**src/inc/mgmt_port_regs.vh**
```
`ifndef MGMT_PORT_REGS_VH
`define MGMT_PORT_REGS_VH

// bus byte offsets (one aligned word each)
`define OFS_CHA_GEN 8'h00
`define OFS_CHA_PAT 8'h04
`define OFS_CHB_GEN 8'h08
`define OFS_CHB_PAT 8'h0C
`define OFS_IRQ_STATUS 8'h10
`define OFS_IRQ_MASK 8'h14
`define OFS_INFO 8'h18

// management-frame register numbers
`define MREG_GEN 5'h00
`define MREG_PAT 5'h0B

// general control fields
`define GEN_SEL_HI 3
`define GEN_SEL_LO 0
`define GEN_REFSEL_BIT 4
`define GEN_DPRST_BIT 14
`define GEN_PDOWN_BIT 15
`define GEN_RESET 16'h0000

// pattern control fields
`define PAT_LS_TX_BIT 6
`define PAT_LS_RX_BIT 7
`define PAT_POLY_HI 9
`define PAT_POLY_LO 8
`define PAT_HS_TX_BIT 12
`define PAT_HS_RX_BIT 13
`define POLY_7 2'h0
`define POLY_23 2'h1
`define POLY_31 2'h2
`define PAT_RESET 16'h0200

// interrupt status bits
`define IRQ_PAT_FAIL 0
`define IRQ_PDA_REL 1
`define IRQ_PDB_REL 2
`define IRQ_MGMT_WR 3
`define IRQ_WIDTH 4

// reset hold the board must give, and its cost in cycles at 4 ns
`define RST_HOLD_NS 10000
`define CLK_PERIOD_NS 4
`define RST_HOLD_CYC ((`RST_HOLD_NS + `CLK_PERIOD_NS - 1) / `CLK_PERIOD_NS)

// frame timing
`define PREAMBLE_ONES 6'h20
`define STRAP_SETTLE 2'h3

`endif

```
**src/design/mdio_frame_engine.v**
```verilog
`timescale 1ns/10ps
`include "mgmt_port_regs.vh"

module mdio_frame_engine (
	input wire mclk,
	input wire nrst,
	input wire mdcRise,
	input wire mdioIn,
	input wire [3:0] strapHi,
	input wire [15:0] rdData,
	output reg [4:0] regAddr,
	output reg chanSel,
	output reg wrPulse,
	output reg [15:0] wrData,
	output reg mdioOut,
	output reg mdioOe
);
	localparam PRE = 3'h0;
	localparam HDR = 3'h1;
	localparam TURN = 3'h2;
	localparam RDATA = 3'h3;
	localparam WDATA = 3'h4;

	reg [2:0] state;
	reg [5:0] ones;
	reg [3:0] cnt;
	reg [12:0] hdr;
	reg [15:0] shift;
	reg isRead;
	wire [12:0] full;
	wire opOk;
	wire match;

	// header as it stands with the bit being sampled now
	assign full = {hdr[11:0], mdioIn};
	assign opOk = (full[11:10] == 2'h2) || (full[11:10] == 2'h1);
	assign match = full[12] && opOk && (full[9:6] == strapHi);

	// one step per management clock rise; drive changes just after the rise
	always @(posedge mclk) begin
		wrPulse <= 1'b0;
		if (!nrst) begin
			state <= PRE;
			ones <= 6'h00;
			cnt <= 4'h0;
			hdr <= 13'h0000;
			shift <= 16'h0000;
			isRead <= 1'b0;
			regAddr <= 5'h00;
			chanSel <= 1'b0;
			wrData <= 16'h0000;
			mdioOut <= 1'b0;
			mdioOe <= 1'b0;
		end else if (mdcRise) begin
			case (state)
			PRE: begin
				if (mdioIn) begin
					if (ones != `PREAMBLE_ONES)
						ones <= ones + 6'h01;
				end else if (ones == `PREAMBLE_ONES) begin
					state <= HDR;
					cnt <= 4'h0;
				end else begin
					ones <= 6'h00;
				end
			end
			HDR: begin
				hdr <= full;
				cnt <= cnt + 4'h1;
				if (cnt == 4'hC) begin
					ones <= 6'h00;
					cnt <= 4'h0;
					if (match) begin
						regAddr <= full[4:0];
						chanSel <= full[5];
						isRead <= (full[11:10] == 2'h2);
						state <= TURN;
					end else begin
						state <= PRE; // foreign address: stay silent
					end
				end
			end
			TURN: begin
				cnt <= cnt + 4'h1;
				if (cnt == 4'h0) begin
					if (isRead) begin
						mdioOe <= 1'b1;
						mdioOut <= 1'b0;
						shift <= rdData;
					end
				end else begin
					cnt <= 4'h0;
					if (isRead) begin
						mdioOut <= shift[15];
						shift <= {shift[14:0], 1'b0};
						state <= RDATA;
					end else begin
						state <= WDATA;
					end
				end
			end
			RDATA: begin
				cnt <= cnt + 4'h1;
				if (cnt == 4'hF) begin
					mdioOe <= 1'b0;
					mdioOut <= 1'b0;
					state <= PRE;
				end else begin
					mdioOut <= shift[15];
					shift <= {shift[14:0], 1'b0};
				end
			end
			WDATA: begin
				cnt <= cnt + 4'h1;
				shift <= {shift[14:0], mdioIn};
				if (cnt == 4'hF) begin
					wrData <= {shift[14:0], mdioIn};
					wrPulse <= 1'b1;
					state <= PRE;
				end
			end
			default: begin
				state <= PRE;
			end
			endcase
		end
	end
endmodule // mdio_frame_engine

```
**src/design/mgmt_port_addr_and_prbs_ctrl.v**
```verilog
`timescale 1ns/10ps
`include "mgmt_port_regs.vh"

// How it works
// - test pin enables all pattern generators, checkers
// - pin ORed with per-path register enables
// - polynomial defaults to 2^31-1, writable
// - ok pin high error-free, low after error
// - four-bit field picks checker routed to pin
// - ok pin driven low during reset
// - ok pin undriven when both channels power down, by both pins or both register bits
// - answer only when upper address matches straps
// - lowest address bit picks channel A/B
// - two addresses per device, sixteen devices per bus
// - register picks reference clock per channel
// - power-down pin low powers channel down
// - management stays alive in register power down

module mgmt_port_addr_and_prbs_ctrl (
	input wire mclk,
	input wire nrst,
	input wire mdc,
	input wire mdioIn,
	output wire mdioOut,
	output wire mdioOe,
	input wire [4:0] port_addr_strap,
	input wire pattern_test_enable_pin,
	input wire chan_a_powerdown_pin,
	input wire chan_b_powerdown_pin,
	input wire [15:0] checkerOk,
	output reg pattern_check_ok_pin,
	output reg patternCheckOkOe,
	output reg [7:0] patternEnable,
	output reg [3:0] polySelect,
	output reg [1:0] refClkSelect,
	output reg [1:0] chanPowerDown,
	output reg [1:0] datapathReset,
	output reg irq,
	input wire [7:0] s_axi_awaddr,
	input wire s_axi_awvalid,
	output reg s_axi_awready,
	input wire [31:0] s_axi_wdata,
	input wire [3:0] s_axi_wstrb,
	input wire s_axi_wvalid,
	output reg s_axi_wready,
	output reg [1:0] s_axi_bresp,
	output reg s_axi_bvalid,
	input wire s_axi_bready,
	input wire [7:0] s_axi_araddr,
	input wire s_axi_arvalid,
	output reg s_axi_arready,
	output reg [31:0] s_axi_rdata,
	output reg [1:0] s_axi_rresp,
	output reg s_axi_rvalid,
	input wire s_axi_rready
);
	localparam NSYNC = 9;

	wire [NSYNC-1:0] rawIn;
	wire [NSYNC-1:0] clean;
	reg [NSYNC-1:0] cleanPrev;
	reg [3:0] strapHeld;
	reg [1:0] settle;
	reg strapLoaded;
	reg [15:0] genReg [0:1];
	reg [15:0] patReg [0:1];
	reg [`IRQ_WIDTH-1:0] irqStatus;
	reg [`IRQ_WIDTH-1:0] irqMask;
	reg failLatched;
	reg [7:0] awAddr;
	reg awHeld;
	reg [31:0] wData;
	reg [3:0] wStrb;
	reg wHeld;
	wire wrFire;
	wire [4:0] mRegAddr;
	wire mChan;
	wire mWr;
	wire [15:0] mWrData;
	reg [15:0] mRdData;
	wire mdcRise;
	wire pinEn;
	wire pinPd;
	wire regPd;
	wire [3:0] sel;
	wire selEn;
	wire [`IRQ_WIDTH-1:0] events;

	// slow pins: three flops, a change counts once the last two agree
	assign rawIn = {port_addr_strap[4:1], chan_b_powerdown_pin, chan_a_powerdown_pin,
		pattern_test_enable_pin, mdioIn, mdc};
	genvar gi;
	generate
		for (gi = 0; gi < NSYNC; gi = gi + 1) begin : g_sync
			reg s1;
			reg s2;
			reg s3;
			reg filt;
			always @(posedge mclk) begin
				s1 <= rawIn[gi];
				s2 <= s1;
				s3 <= s2;
				if (!nrst)
					filt <= s3; // follow the pin in reset: no false edge at release
				else if (s2 == s3)
					filt <= s3;
			end
			assign clean[gi] = filt;
		end
	endgenerate

	// edge history for the management clock and power-down pins
	always @(posedge mclk) begin
		if (!nrst)
			cleanPrev <= clean;
		else
			cleanPrev <= clean;
	end

	assign mdcRise = clean[0] & ~cleanPrev[0]; // management clock rise
	assign pinEn = clean[2];
	// straps are caught after release, once the filter has settled
	always @(posedge mclk) begin
		if (!nrst) begin
			settle <= 2'h0;
			strapLoaded <= 1'b0;
			strapHeld <= 4'h0;
		end else if (!strapLoaded) begin
			settle <= settle + 2'h1;
			if (settle == `STRAP_SETTLE) begin
				strapHeld <= clean[8:5];
				strapLoaded <= 1'b1;
			end
		end
	end

	// frame engine; strap bit 0 never enters the match
	mdio_frame_engine u_frame (
		.mclk(mclk),
		.nrst(nrst & strapLoaded),
		.mdcRise(mdcRise),
		.mdioIn(clean[1]),
		.strapHi(strapHeld),
		.rdData(mRdData),
		.regAddr(mRegAddr),
		.chanSel(mChan),
		.wrPulse(mWr),
		.wrData(mWrData),
		.mdioOut(mdioOut),
		.mdioOe(mdioOe)
	);

	// frame read data; frames keep working in register power down
	always @* begin
		case (mRegAddr)
		`MREG_GEN: mRdData = genReg[mChan];
		`MREG_PAT: mRdData = patReg[mChan];
		default: mRdData = 16'h0000;
		endcase
	end

	assign wrFire = awHeld & wHeld & ~s_axi_bvalid;

	function [15:0] merge16;
		input [15:0] old;
		input [31:0] data;
		input [3:0] strb;
		begin
			merge16 = {strb[1] ? data[15:8] : old[15:8], strb[0] ? data[7:0] : old[7:0]};
		end
	endfunction

	// per-channel registers; a bus write landing with a frame write wins
	generate
		for (gi = 0; gi < 2; gi = gi + 1) begin : g_chan
			wire busGen;
			wire busPat;
			wire frmGen;
			wire frmPat;
			reg [15:0] next_gen;
			assign busGen = wrFire && awAddr == (gi ? `OFS_CHB_GEN : `OFS_CHA_GEN);
			assign busPat = wrFire && awAddr == (gi ? `OFS_CHB_PAT : `OFS_CHA_PAT);
			assign frmGen = mWr && mChan == gi && mRegAddr == `MREG_GEN;
			assign frmPat = mWr && mChan == gi && mRegAddr == `MREG_PAT;
			always @* begin
				next_gen = genReg[gi];
				if (frmGen)
					next_gen = mWrData;
				if (busGen)
					next_gen = merge16(genReg[gi], wData, wStrb);
			end
			always @(posedge mclk) begin
				if (!nrst) begin
					genReg[gi] <= `GEN_RESET;
					patReg[gi] <= `PAT_RESET;
					datapathReset[gi] <= 1'b0;
					patternEnable[gi*4+3:gi*4] <= 4'h0;
					polySelect[gi*2+1:gi*2] <= `POLY_31;
					refClkSelect[gi] <= 1'b0;
					chanPowerDown[gi] <= 1'b0;
				end else begin
					// datapath reset bit is a pulse and never reads back
					genReg[gi] <= next_gen & ~(16'h0001 << `GEN_DPRST_BIT);
					datapathReset[gi] <= (busGen | frmGen) & next_gen[`GEN_DPRST_BIT];
					if (frmPat)
						patReg[gi] <= mWrData;
					if (busPat)
						patReg[gi] <= merge16(patReg[gi], wData, wStrb);
					patternEnable[gi*4+3:gi*4] <= {4{pinEn}} |
						{patReg[gi][`PAT_HS_RX_BIT], patReg[gi][`PAT_HS_TX_BIT],
						patReg[gi][`PAT_LS_RX_BIT], patReg[gi][`PAT_LS_TX_BIT]};
					polySelect[gi*2+1:gi*2] <= patReg[gi][`PAT_POLY_HI:`PAT_POLY_LO];
					refClkSelect[gi] <= genReg[gi][`GEN_REFSEL_BIT];
					chanPowerDown[gi] <= ~clean[3+gi] | genReg[gi][`GEN_PDOWN_BIT];
				end
			end
		end
	endgenerate

	// selector: bit3 channel, bit2 low-speed side, bits1:0 lane
	assign sel = genReg[0][`GEN_SEL_HI:`GEN_SEL_LO];
	assign selEn = sel[2] ? patternEnable[sel[3]*4] | patternEnable[{sel[3], 2'h1}] :
		patternEnable[{sel[3], 2'h3}] | patternEnable[{sel[3], 2'h2}];
	assign pinPd = ~clean[3] & ~clean[4];
	assign regPd = genReg[0][`GEN_PDOWN_BIT] & genReg[1][`GEN_PDOWN_BIT];

	// status pin; a failure sticks until testing on the path stops
	always @(posedge mclk) begin
		if (!nrst) begin
			pattern_check_ok_pin <= 1'b0;
			patternCheckOkOe <= 1'b1;
			failLatched <= 1'b0;
		end else if (pinPd | regPd) begin
			pattern_check_ok_pin <= 1'b0;
			patternCheckOkOe <= 1'b0;
		end else if (!selEn) begin
			pattern_check_ok_pin <= 1'b0;
			patternCheckOkOe <= 1'b1;
			failLatched <= 1'b0;
		end else begin
			patternCheckOkOe <= 1'b1;
			if (!checkerOk[sel]) begin
				failLatched <= 1'b1;
				pattern_check_ok_pin <= 1'b0;
			end else begin
				pattern_check_ok_pin <= ~failLatched;
			end
		end
	end

	assign events[`IRQ_PAT_FAIL] = selEn & ~pinPd & ~regPd & ~checkerOk[sel] & ~failLatched;
	assign events[`IRQ_PDA_REL] = clean[3] & ~cleanPrev[3];
	assign events[`IRQ_PDB_REL] = clean[4] & ~cleanPrev[4];
	assign events[`IRQ_MGMT_WR] = mWr;

	// sticky status: a new event beats a write-one clear in the same cycle
	always @(posedge mclk) begin
		if (!nrst) begin
			irqStatus <= {`IRQ_WIDTH{1'b0}};
			irqMask <= {`IRQ_WIDTH{1'b0}};
			irq <= 1'b0;
		end else begin
			if (wrFire && awAddr == `OFS_IRQ_STATUS && wStrb[0])
				irqStatus <= (irqStatus & ~wData[`IRQ_WIDTH-1:0]) | events;
			else
				irqStatus <= irqStatus | events;
			if (wrFire && awAddr == `OFS_IRQ_MASK && wStrb[0])
				irqMask <= wData[`IRQ_WIDTH-1:0];
			irq <= |(irqStatus & irqMask);
		end
	end

	// bus write side: address and data taken in either order, one at a time
	always @(posedge mclk) begin
		if (!nrst) begin
			s_axi_awready <= 1'b0;
			s_axi_wready <= 1'b0;
			s_axi_bvalid <= 1'b0;
			s_axi_bresp <= 2'h0;
			awHeld <= 1'b0;
			wHeld <= 1'b0;
			awAddr <= 8'h00;
			wData <= 32'h00000000;
			wStrb <= 4'h0;
		end else begin
			s_axi_awready <= ~awHeld & ~s_axi_awready & s_axi_awvalid;
			s_axi_wready <= ~wHeld & ~s_axi_wready & s_axi_wvalid;
			if (s_axi_awvalid & s_axi_awready) begin
				awHeld <= 1'b1;
				awAddr <= {s_axi_awaddr[7:2], 2'h0};
			end
			if (s_axi_wvalid & s_axi_wready) begin
				wHeld <= 1'b1;
				wData <= s_axi_wdata;
				wStrb <= s_axi_wstrb;
			end
			if (wrFire) begin
				s_axi_bvalid <= 1'b1;
				s_axi_bresp <= (awAddr > `OFS_INFO) ? 2'h2 : 2'h0;
			end else if (s_axi_bvalid & s_axi_bready) begin
				s_axi_bvalid <= 1'b0;
				awHeld <= 1'b0;
				wHeld <= 1'b0;
			end
		end
	end

	// bus read side; unmapped words answer zero with a slave error
	always @(posedge mclk) begin
		if (!nrst) begin
			s_axi_arready <= 1'b0;
			s_axi_rvalid <= 1'b0;
			s_axi_rdata <= 32'h00000000;
			s_axi_rresp <= 2'h0;
		end else begin
			s_axi_arready <= ~s_axi_rvalid & ~s_axi_arready & s_axi_arvalid;
			if (s_axi_arvalid & s_axi_arready) begin
				s_axi_rvalid <= 1'b1;
				s_axi_rresp <= 2'h0;
				case ({s_axi_araddr[7:2], 2'h0})
				`OFS_CHA_GEN: s_axi_rdata <= {16'h0000, genReg[0]};
				`OFS_CHA_PAT: s_axi_rdata <= {16'h0000, patReg[0]};
				`OFS_CHB_GEN: s_axi_rdata <= {16'h0000, genReg[1]};
				`OFS_CHB_PAT: s_axi_rdata <= {16'h0000, patReg[1]};
				`OFS_IRQ_STATUS: s_axi_rdata <= {28'h0000000, irqStatus};
				`OFS_IRQ_MASK: s_axi_rdata <= {28'h0000000, irqMask};
				`OFS_INFO: s_axi_rdata <= {16'h0000, patternEnable, strapHeld,
					pattern_check_ok_pin, patternCheckOkOe, clean[4:3]};
				default: begin
					s_axi_rdata <= 32'h00000000;
					s_axi_rresp <= 2'h2;
				end
				endcase
			end else if (s_axi_rvalid & s_axi_rready) begin
				s_axi_rvalid <= 1'b0;
			end
		end
	end
endmodule // mgmt_port_addr_and_prbs_ctrl

```
**config.mk**
```make
export PLATFORM = sky130hd
export DESIGN_NAME = mgmt_port_addr_and_prbs_ctrl
export DESIGN_NICKNAME = d
export VERILOG_FILES = /design/src/design/mdio_frame_engine.v /design/src/design/mgmt_port_addr_and_prbs_ctrl.v
export VERILOG_INCLUDE_DIRS = /design/src /design/src/inc
export SDC_FILE = /design/constraint.sdc
export NUM_CORES = 1
export LEC_CHECK = 0
export ABC_CLOCK_PERIOD_IN_PS = 3200
export BUFFER_PORTS_ARGS = -buffer_cell sky130_fd_sc_hd__buf_2
export CORE_MARGIN = 4
export CORE_UTILIZATION = 58
export CTS_CLUSTER_SIZE = 40
export DETAILED_ROUTE_END_ITERATION = 8
export PLACE_DENSITY_LB_ADDON = 0.25
export REMOVE_ABC_BUFFERS = 1
export SETUP_SLACK_MARGIN = 0.4
export SKIP_CTS_REPAIR_TIMING = 1
export SLEW_MARGIN = 15
export SYNTH_ARGS = -nofsm -noshare
export SYNTH_HDL_FRONTEND = slang
export SYNTH_SLANG_ARGS = --single-unit
```
**constraint.sdc**
```tcl
create_clock -name mclk -period 3.2 [get_ports mclk]
set_input_delay 0.16 -clock mclk [delete_from_list [all_inputs] [get_ports mclk]]
set_output_delay 0.16 -clock mclk [all_outputs]
set_load 0.02 [all_outputs]
```
==> summary by stage <==
Run status
The run finished with clean final reports.

STA
Setup violations remaining at the end of the flow were counted as 0. Clock skew on the completed layout was measured at between 0.008 and 0.009 ns. Setup repair after global routing left no endpoint under its margin. Derived from the worst setup path, the maximum achievable clock frequency is 384 MHz. Headroom to the max-slew limit came out at about a quarter. In the finished design, the share of the clock period the worst path needs comes to 81.4%. The final number of hold-violating endpoints is 0. The smallest clock period supported by the final layout is computed as 2.60 ns.

The number of pins with negative max-slew slack in the final report came to 0. At the pin with the least slew margin, the transition time is 1.15 ns. The final-layout worst hold slack is 0.138 ns.

Floorplan
The die footprint is about 21000 um^2. The core region is 18800 um^2. From left edge to right edge, the die measures between 100 and 150 um.

The floorplan has 50 rows. For this configuration, the core starts out at a cell density of 59.2%. The height of the die is ~150 um. 149 I/O pins were placed.

Min path
The hold path startpoint is nrst. For hold timing, the worst endpoint is patternCheckOkOe$_SDFF_PN1_. In this run the worst hold path is classified as input pin to flip-flop.

The cell depth of the worst min-delay path is 3.

Pwr
The internal power is 5.49 mW. For this design the ratio of total power to cell area is 541 nW/um^2. The analysis attributes to cell leakage a power of approximately 4.7 nW. The net switching fraction of the power is 22.4%. The reported net switching power is between 1.5 and 2 mW. The total power is 7.07 mW. Combinational logic is responsible for 5.4% of the overall power. The relative contribution of the clock network to total power is between 40% and 50%. The maximum vdd drop is 0.000453 V. The sequential share of power is roughly half.

Clocking
The TritonCTS clock tree is built. After clock tree synthesis, the clock-pin slew on the worst setup and hold paths is 0.06 ns. Counting every sink on the clock net gives 255. The number of buffers created by CTS is 27.

The clock tree buffer depth is 3. The clock reaches the later pin of the worst-skew pair after 0.52 ns. The maximum level of the CTS H-tree is 1. The CTS root buffer is sky130_fd_sc_hd__clkbuf_16.

Setup path
In this run the register-to-register setup slack is 0.60 ns. The slowest cell on the critical path is sky130_fd_sc_hd__a21oi_1. Data arrives at the worst endpoint at 3.06 ns.

The maximum single-stage delay on the critical path is around 0.87 ns. The critical path is of the flip-flop to flip-flop type. The library cell appearing most often on the critical path is sky130_fd_sc_hd__a21oi_1. The cell family with the largest share of critical-path delay is simple AND/OR/NAND/NOR gates. The reg-to-reg critical path endpoint is genReg[1][9]$_SDFFE_PN0P_. Counting cells, the worst reg-to-reg path comes to 5. The number of buffers and inverters on the critical path is 0. The data required time of the worst path is about 3.7 ns.

Tracing the worst setup path back leads to its startpoint at awAddr[5]$_SDFFE_PN0P_. The worst setup path is captured at a flip-flop. The highest net fanout along the worst path is 7. The signal on the critical path passes through or3_1 -> or4_1 -> a21oi_1 -> nand2_1 -> a21oi_1. The worst setup path is launched from a flip-flop. The launching point of the worst reg2reg path is awAddr[5]$_SDFFE_PN0P_.

Synth
The proportion of register bits with asynchronous set or reset after synthesis is 0%. In the post-synthesis netlist, the biggest area contributors are sky130_fd_sc_hd__dfxtp_1 39%, sky130_fd_sc_hd__edfxtp_1 11%, sky130_fd_sc_hd__nand2_1 7.4%. The number of warnings printed during yosys synthesis is 0. The instance count of the mapped netlist is 1214. The synthesized design spends more area on one cell type than any other, namely sky130_fd_sc_hd__dfxtp_1. The sequential share of the synthesized area is 49.6%.

The count of unique library cells instantiated by Yosys is 64. Summed over its instances, the top area cell type makes up 38.5% of the synthesized netlist area. The average cell area after synthesis is 9.16 um^2. After synthesis the netlist holds a flip-flop and latch count of 255. The most used flip-flop cell after synthesis is sky130_fd_sc_hd__dfxtp_1. The number of synthesized flops with an enable pin is 41.

In this run the cell area of the synthesized design comes to approximately 11000 um^2.

Placement
The sum of net half-perimeters after detailed placement is 20100 um. Input and output buffers added on the ports amount to between 100 and 150. The final weighted congestion of routability-driven global placement is between 0.8 and 0.9.

Once placement completed, the tool counted placed cells totaling between 1000 and 1500.

Routing
The first detailed-routing pass took 6 iterations. The count of unresolved DRC violations after routing is 0. The number of routed nets with antenna violations is 0. The total wire length is about 30000 um.

In the final routed layout, each cell accounts on average for roughly 19 um. In the routed layout, each cell is associated on average with a via count of 6.03. The detailed router finished its first iteration with between 800 and 900 violations. Detailed routing inserted a total of 9561 vias.

Final layout
The synthesis-to-finish area growth is 17.7%. The number of nets at the end of the flow is 1422. In the final layout, the share of cells above drive strength 1 is approximately 16%. The count of cells in the finished layout, fillers not included, comes to ~1600.

The repair_antennas step left the layout with diodes totalling 0.

Global route
The overflow left after global routing is 0. The global-route usage over all layers is a little over a quarter. The number of antenna violations at the first check in global routing is 0. The largest net degree at the start of global routing is 99.

The via count of the first global-routing pass was around 8900. The first-pass GRT wire length is 47000 um.

Flow run
Max-cap violations in this run came to 0.
sequential cells by signal (all words and copies together) (netlist names), 8 cells and up, named ones only:
name            flops
g_sync.s3           9
s_axi_rdata        16
g_sync.filt         9
u_frame.hdr        12
wData              16
u_frame.wrData     16
g_sync.s2           9
genReg             30
u_frame.shift      16
g_sync.s1           9
patReg             32
patternEnable       8
cell usage in the layout (no fill, tap or decap), drive strengths merged, types with 8 or more instances in the layout:
cell type	netlist	layout
conb	1	18
or3	8	8
o22ai	20	20
or2	11	11
nor4	8	8
a21oi	143	143
o21ai	23	23
clkbuf	60	36
xor2	15	15
nand2	218	218
a22oi	43	43
a221oi	15	15
and2	12	12
nor2b	10	10
mux2i	77	77
buf	40	130
nor4b	8	8
edfxtp	41	41
nor3	19	19
dfxtp	214	214
nand2b	16	16
clkinv	1	10
nor2	73	73
o2bb2ai	14	14
inv	18	19
nand3	16	16
dlygate4sd3	0	41
a22o	15	15
cell families (layout without fill, tap and decap cells):
logic type | Yosys count | in the layout | share of synthesized area [%]
muxes | 85 | 85 | 8.15
xor gates and xnor gates | 15 | 15 | 1.18
and+or+nand+nor | 432 | 432 | 18.4
adders and majority gates | 6 | 6 | 0.675
buffers and inverters | 119 | 239 | 4.95
other | 1 | 18 | 0.0337
AOI/OAI and AO/OA | 301 | 301 | 17.0
DFF | 255 | 255 | 49.6
layer usage:
metal  share of wire, %  GRT usage (%)  wire length (um)  vias up
met5                  0              0                 0        -
met2                 48           44.2             14600      459
li1                   -              -                 -     4503
met1                 40           35.5             12300     4534
met3                9.0           6.58              2760       65
met4                2.8           8.42               856        0
stage by stage:
stage | setup WS (ns) | area, um^2 | setup TNS (ns) | util [%]
2_1_floorplan | -0.0274 | 10700 | -0.0274 | -
3_3_place_gp | 0.494 | 11700 | 0 | 62.4
3_5_place_dp | 0.453 | 11700 | 0 | 62.4
4_1_cts | 0.431 | 12700 | 0 | 67.5
5_1_grt | 0.501 | 13100 | 0 | 69.7
6_report | 0.596 | 13100 | 0 | 69.7
tightest hold or removal path, cell delays in order:
cell and delay (ns):
sky130_fd_sc_hd__buf_2 0.12, sky130_fd_sc_hd__buf_4 0.25, sky130_fd_sc_hd__nand2_1 0.09
power groups by stage:
stage          combinational, mW  clock (mW)  sequential (mW)
5_1_grt                    0.419        3.43             3.44
3_3_place_gp               0.330           0             3.49
3_5_place_dp               0.339           0             3.50
6_report                   0.382        3.26             3.43
4_1_cts                    0.341        3.29             3.43
2_1_floorplan              0.187           0             3.49
worst max path at each step:
stage / depth (start not counted) / endpoint / slack, ns
CTS: 4 / patReg[1][10]$_SDFFCE_PN0P_ / 0.43
finish: 5 / genReg[1][9]$_SDFFE_PN0P_ / 0.60
global placement: 4 / patReg[1][10]$_SDFFCE_PN0P_ / 0.49
global route: 5 / genReg[1][10]$_SDFFE_PN0P_ / 0.50
detailed placement: 4 / patReg[1][10]$_SDFFCE_PN0P_ / 0.45
floorplan: 3 / patReg[0][9]$_DFFE_PP_ / -0.03
final cells by class:
class | count | area [um^2]
Inverter | 19 | 71.3
Clock buffer | 36 | 835
Fill cell | 1485 | 5690
Timing Repair Buffer | 171 | 1130
Sequential cell | 255 | 5520
Tap cell | 234 | 293
Clock inverter | 13 | 119
Multi-Input combinational cell | 857 | 5120
synth_stat cells, types with 15 or more instances:
cell,number
sky130_fd_sc_hd__mux2i_1,77
sky130_fd_sc_hd__nand2_1,218
sky130_fd_sc_hd__edfxtp_1,41
sky130_fd_sc_hd__o22ai_1,20
sky130_fd_sc_hd__a221oi_1,15
sky130_fd_sc_hd__a22o_1,15
sky130_fd_sc_hd__dfxtp_1,214
sky130_fd_sc_hd__nand3_1,16
sky130_fd_sc_hd__a22oi_1,43
sky130_fd_sc_hd__nand2b_1,16
sky130_fd_sc_hd__buf_4,18
sky130_fd_sc_hd__xor2_1,15
sky130_fd_sc_hd__nor2_1,72
sky130_fd_sc_hd__clkbuf_1,59
sky130_fd_sc_hd__a21oi_1,143
sky130_fd_sc_hd__inv_1,17
sky130_fd_sc_hd__o21ai_0,22
sky130_fd_sc_hd__nor3_1,16
Power figures use the tool's default switching activity.
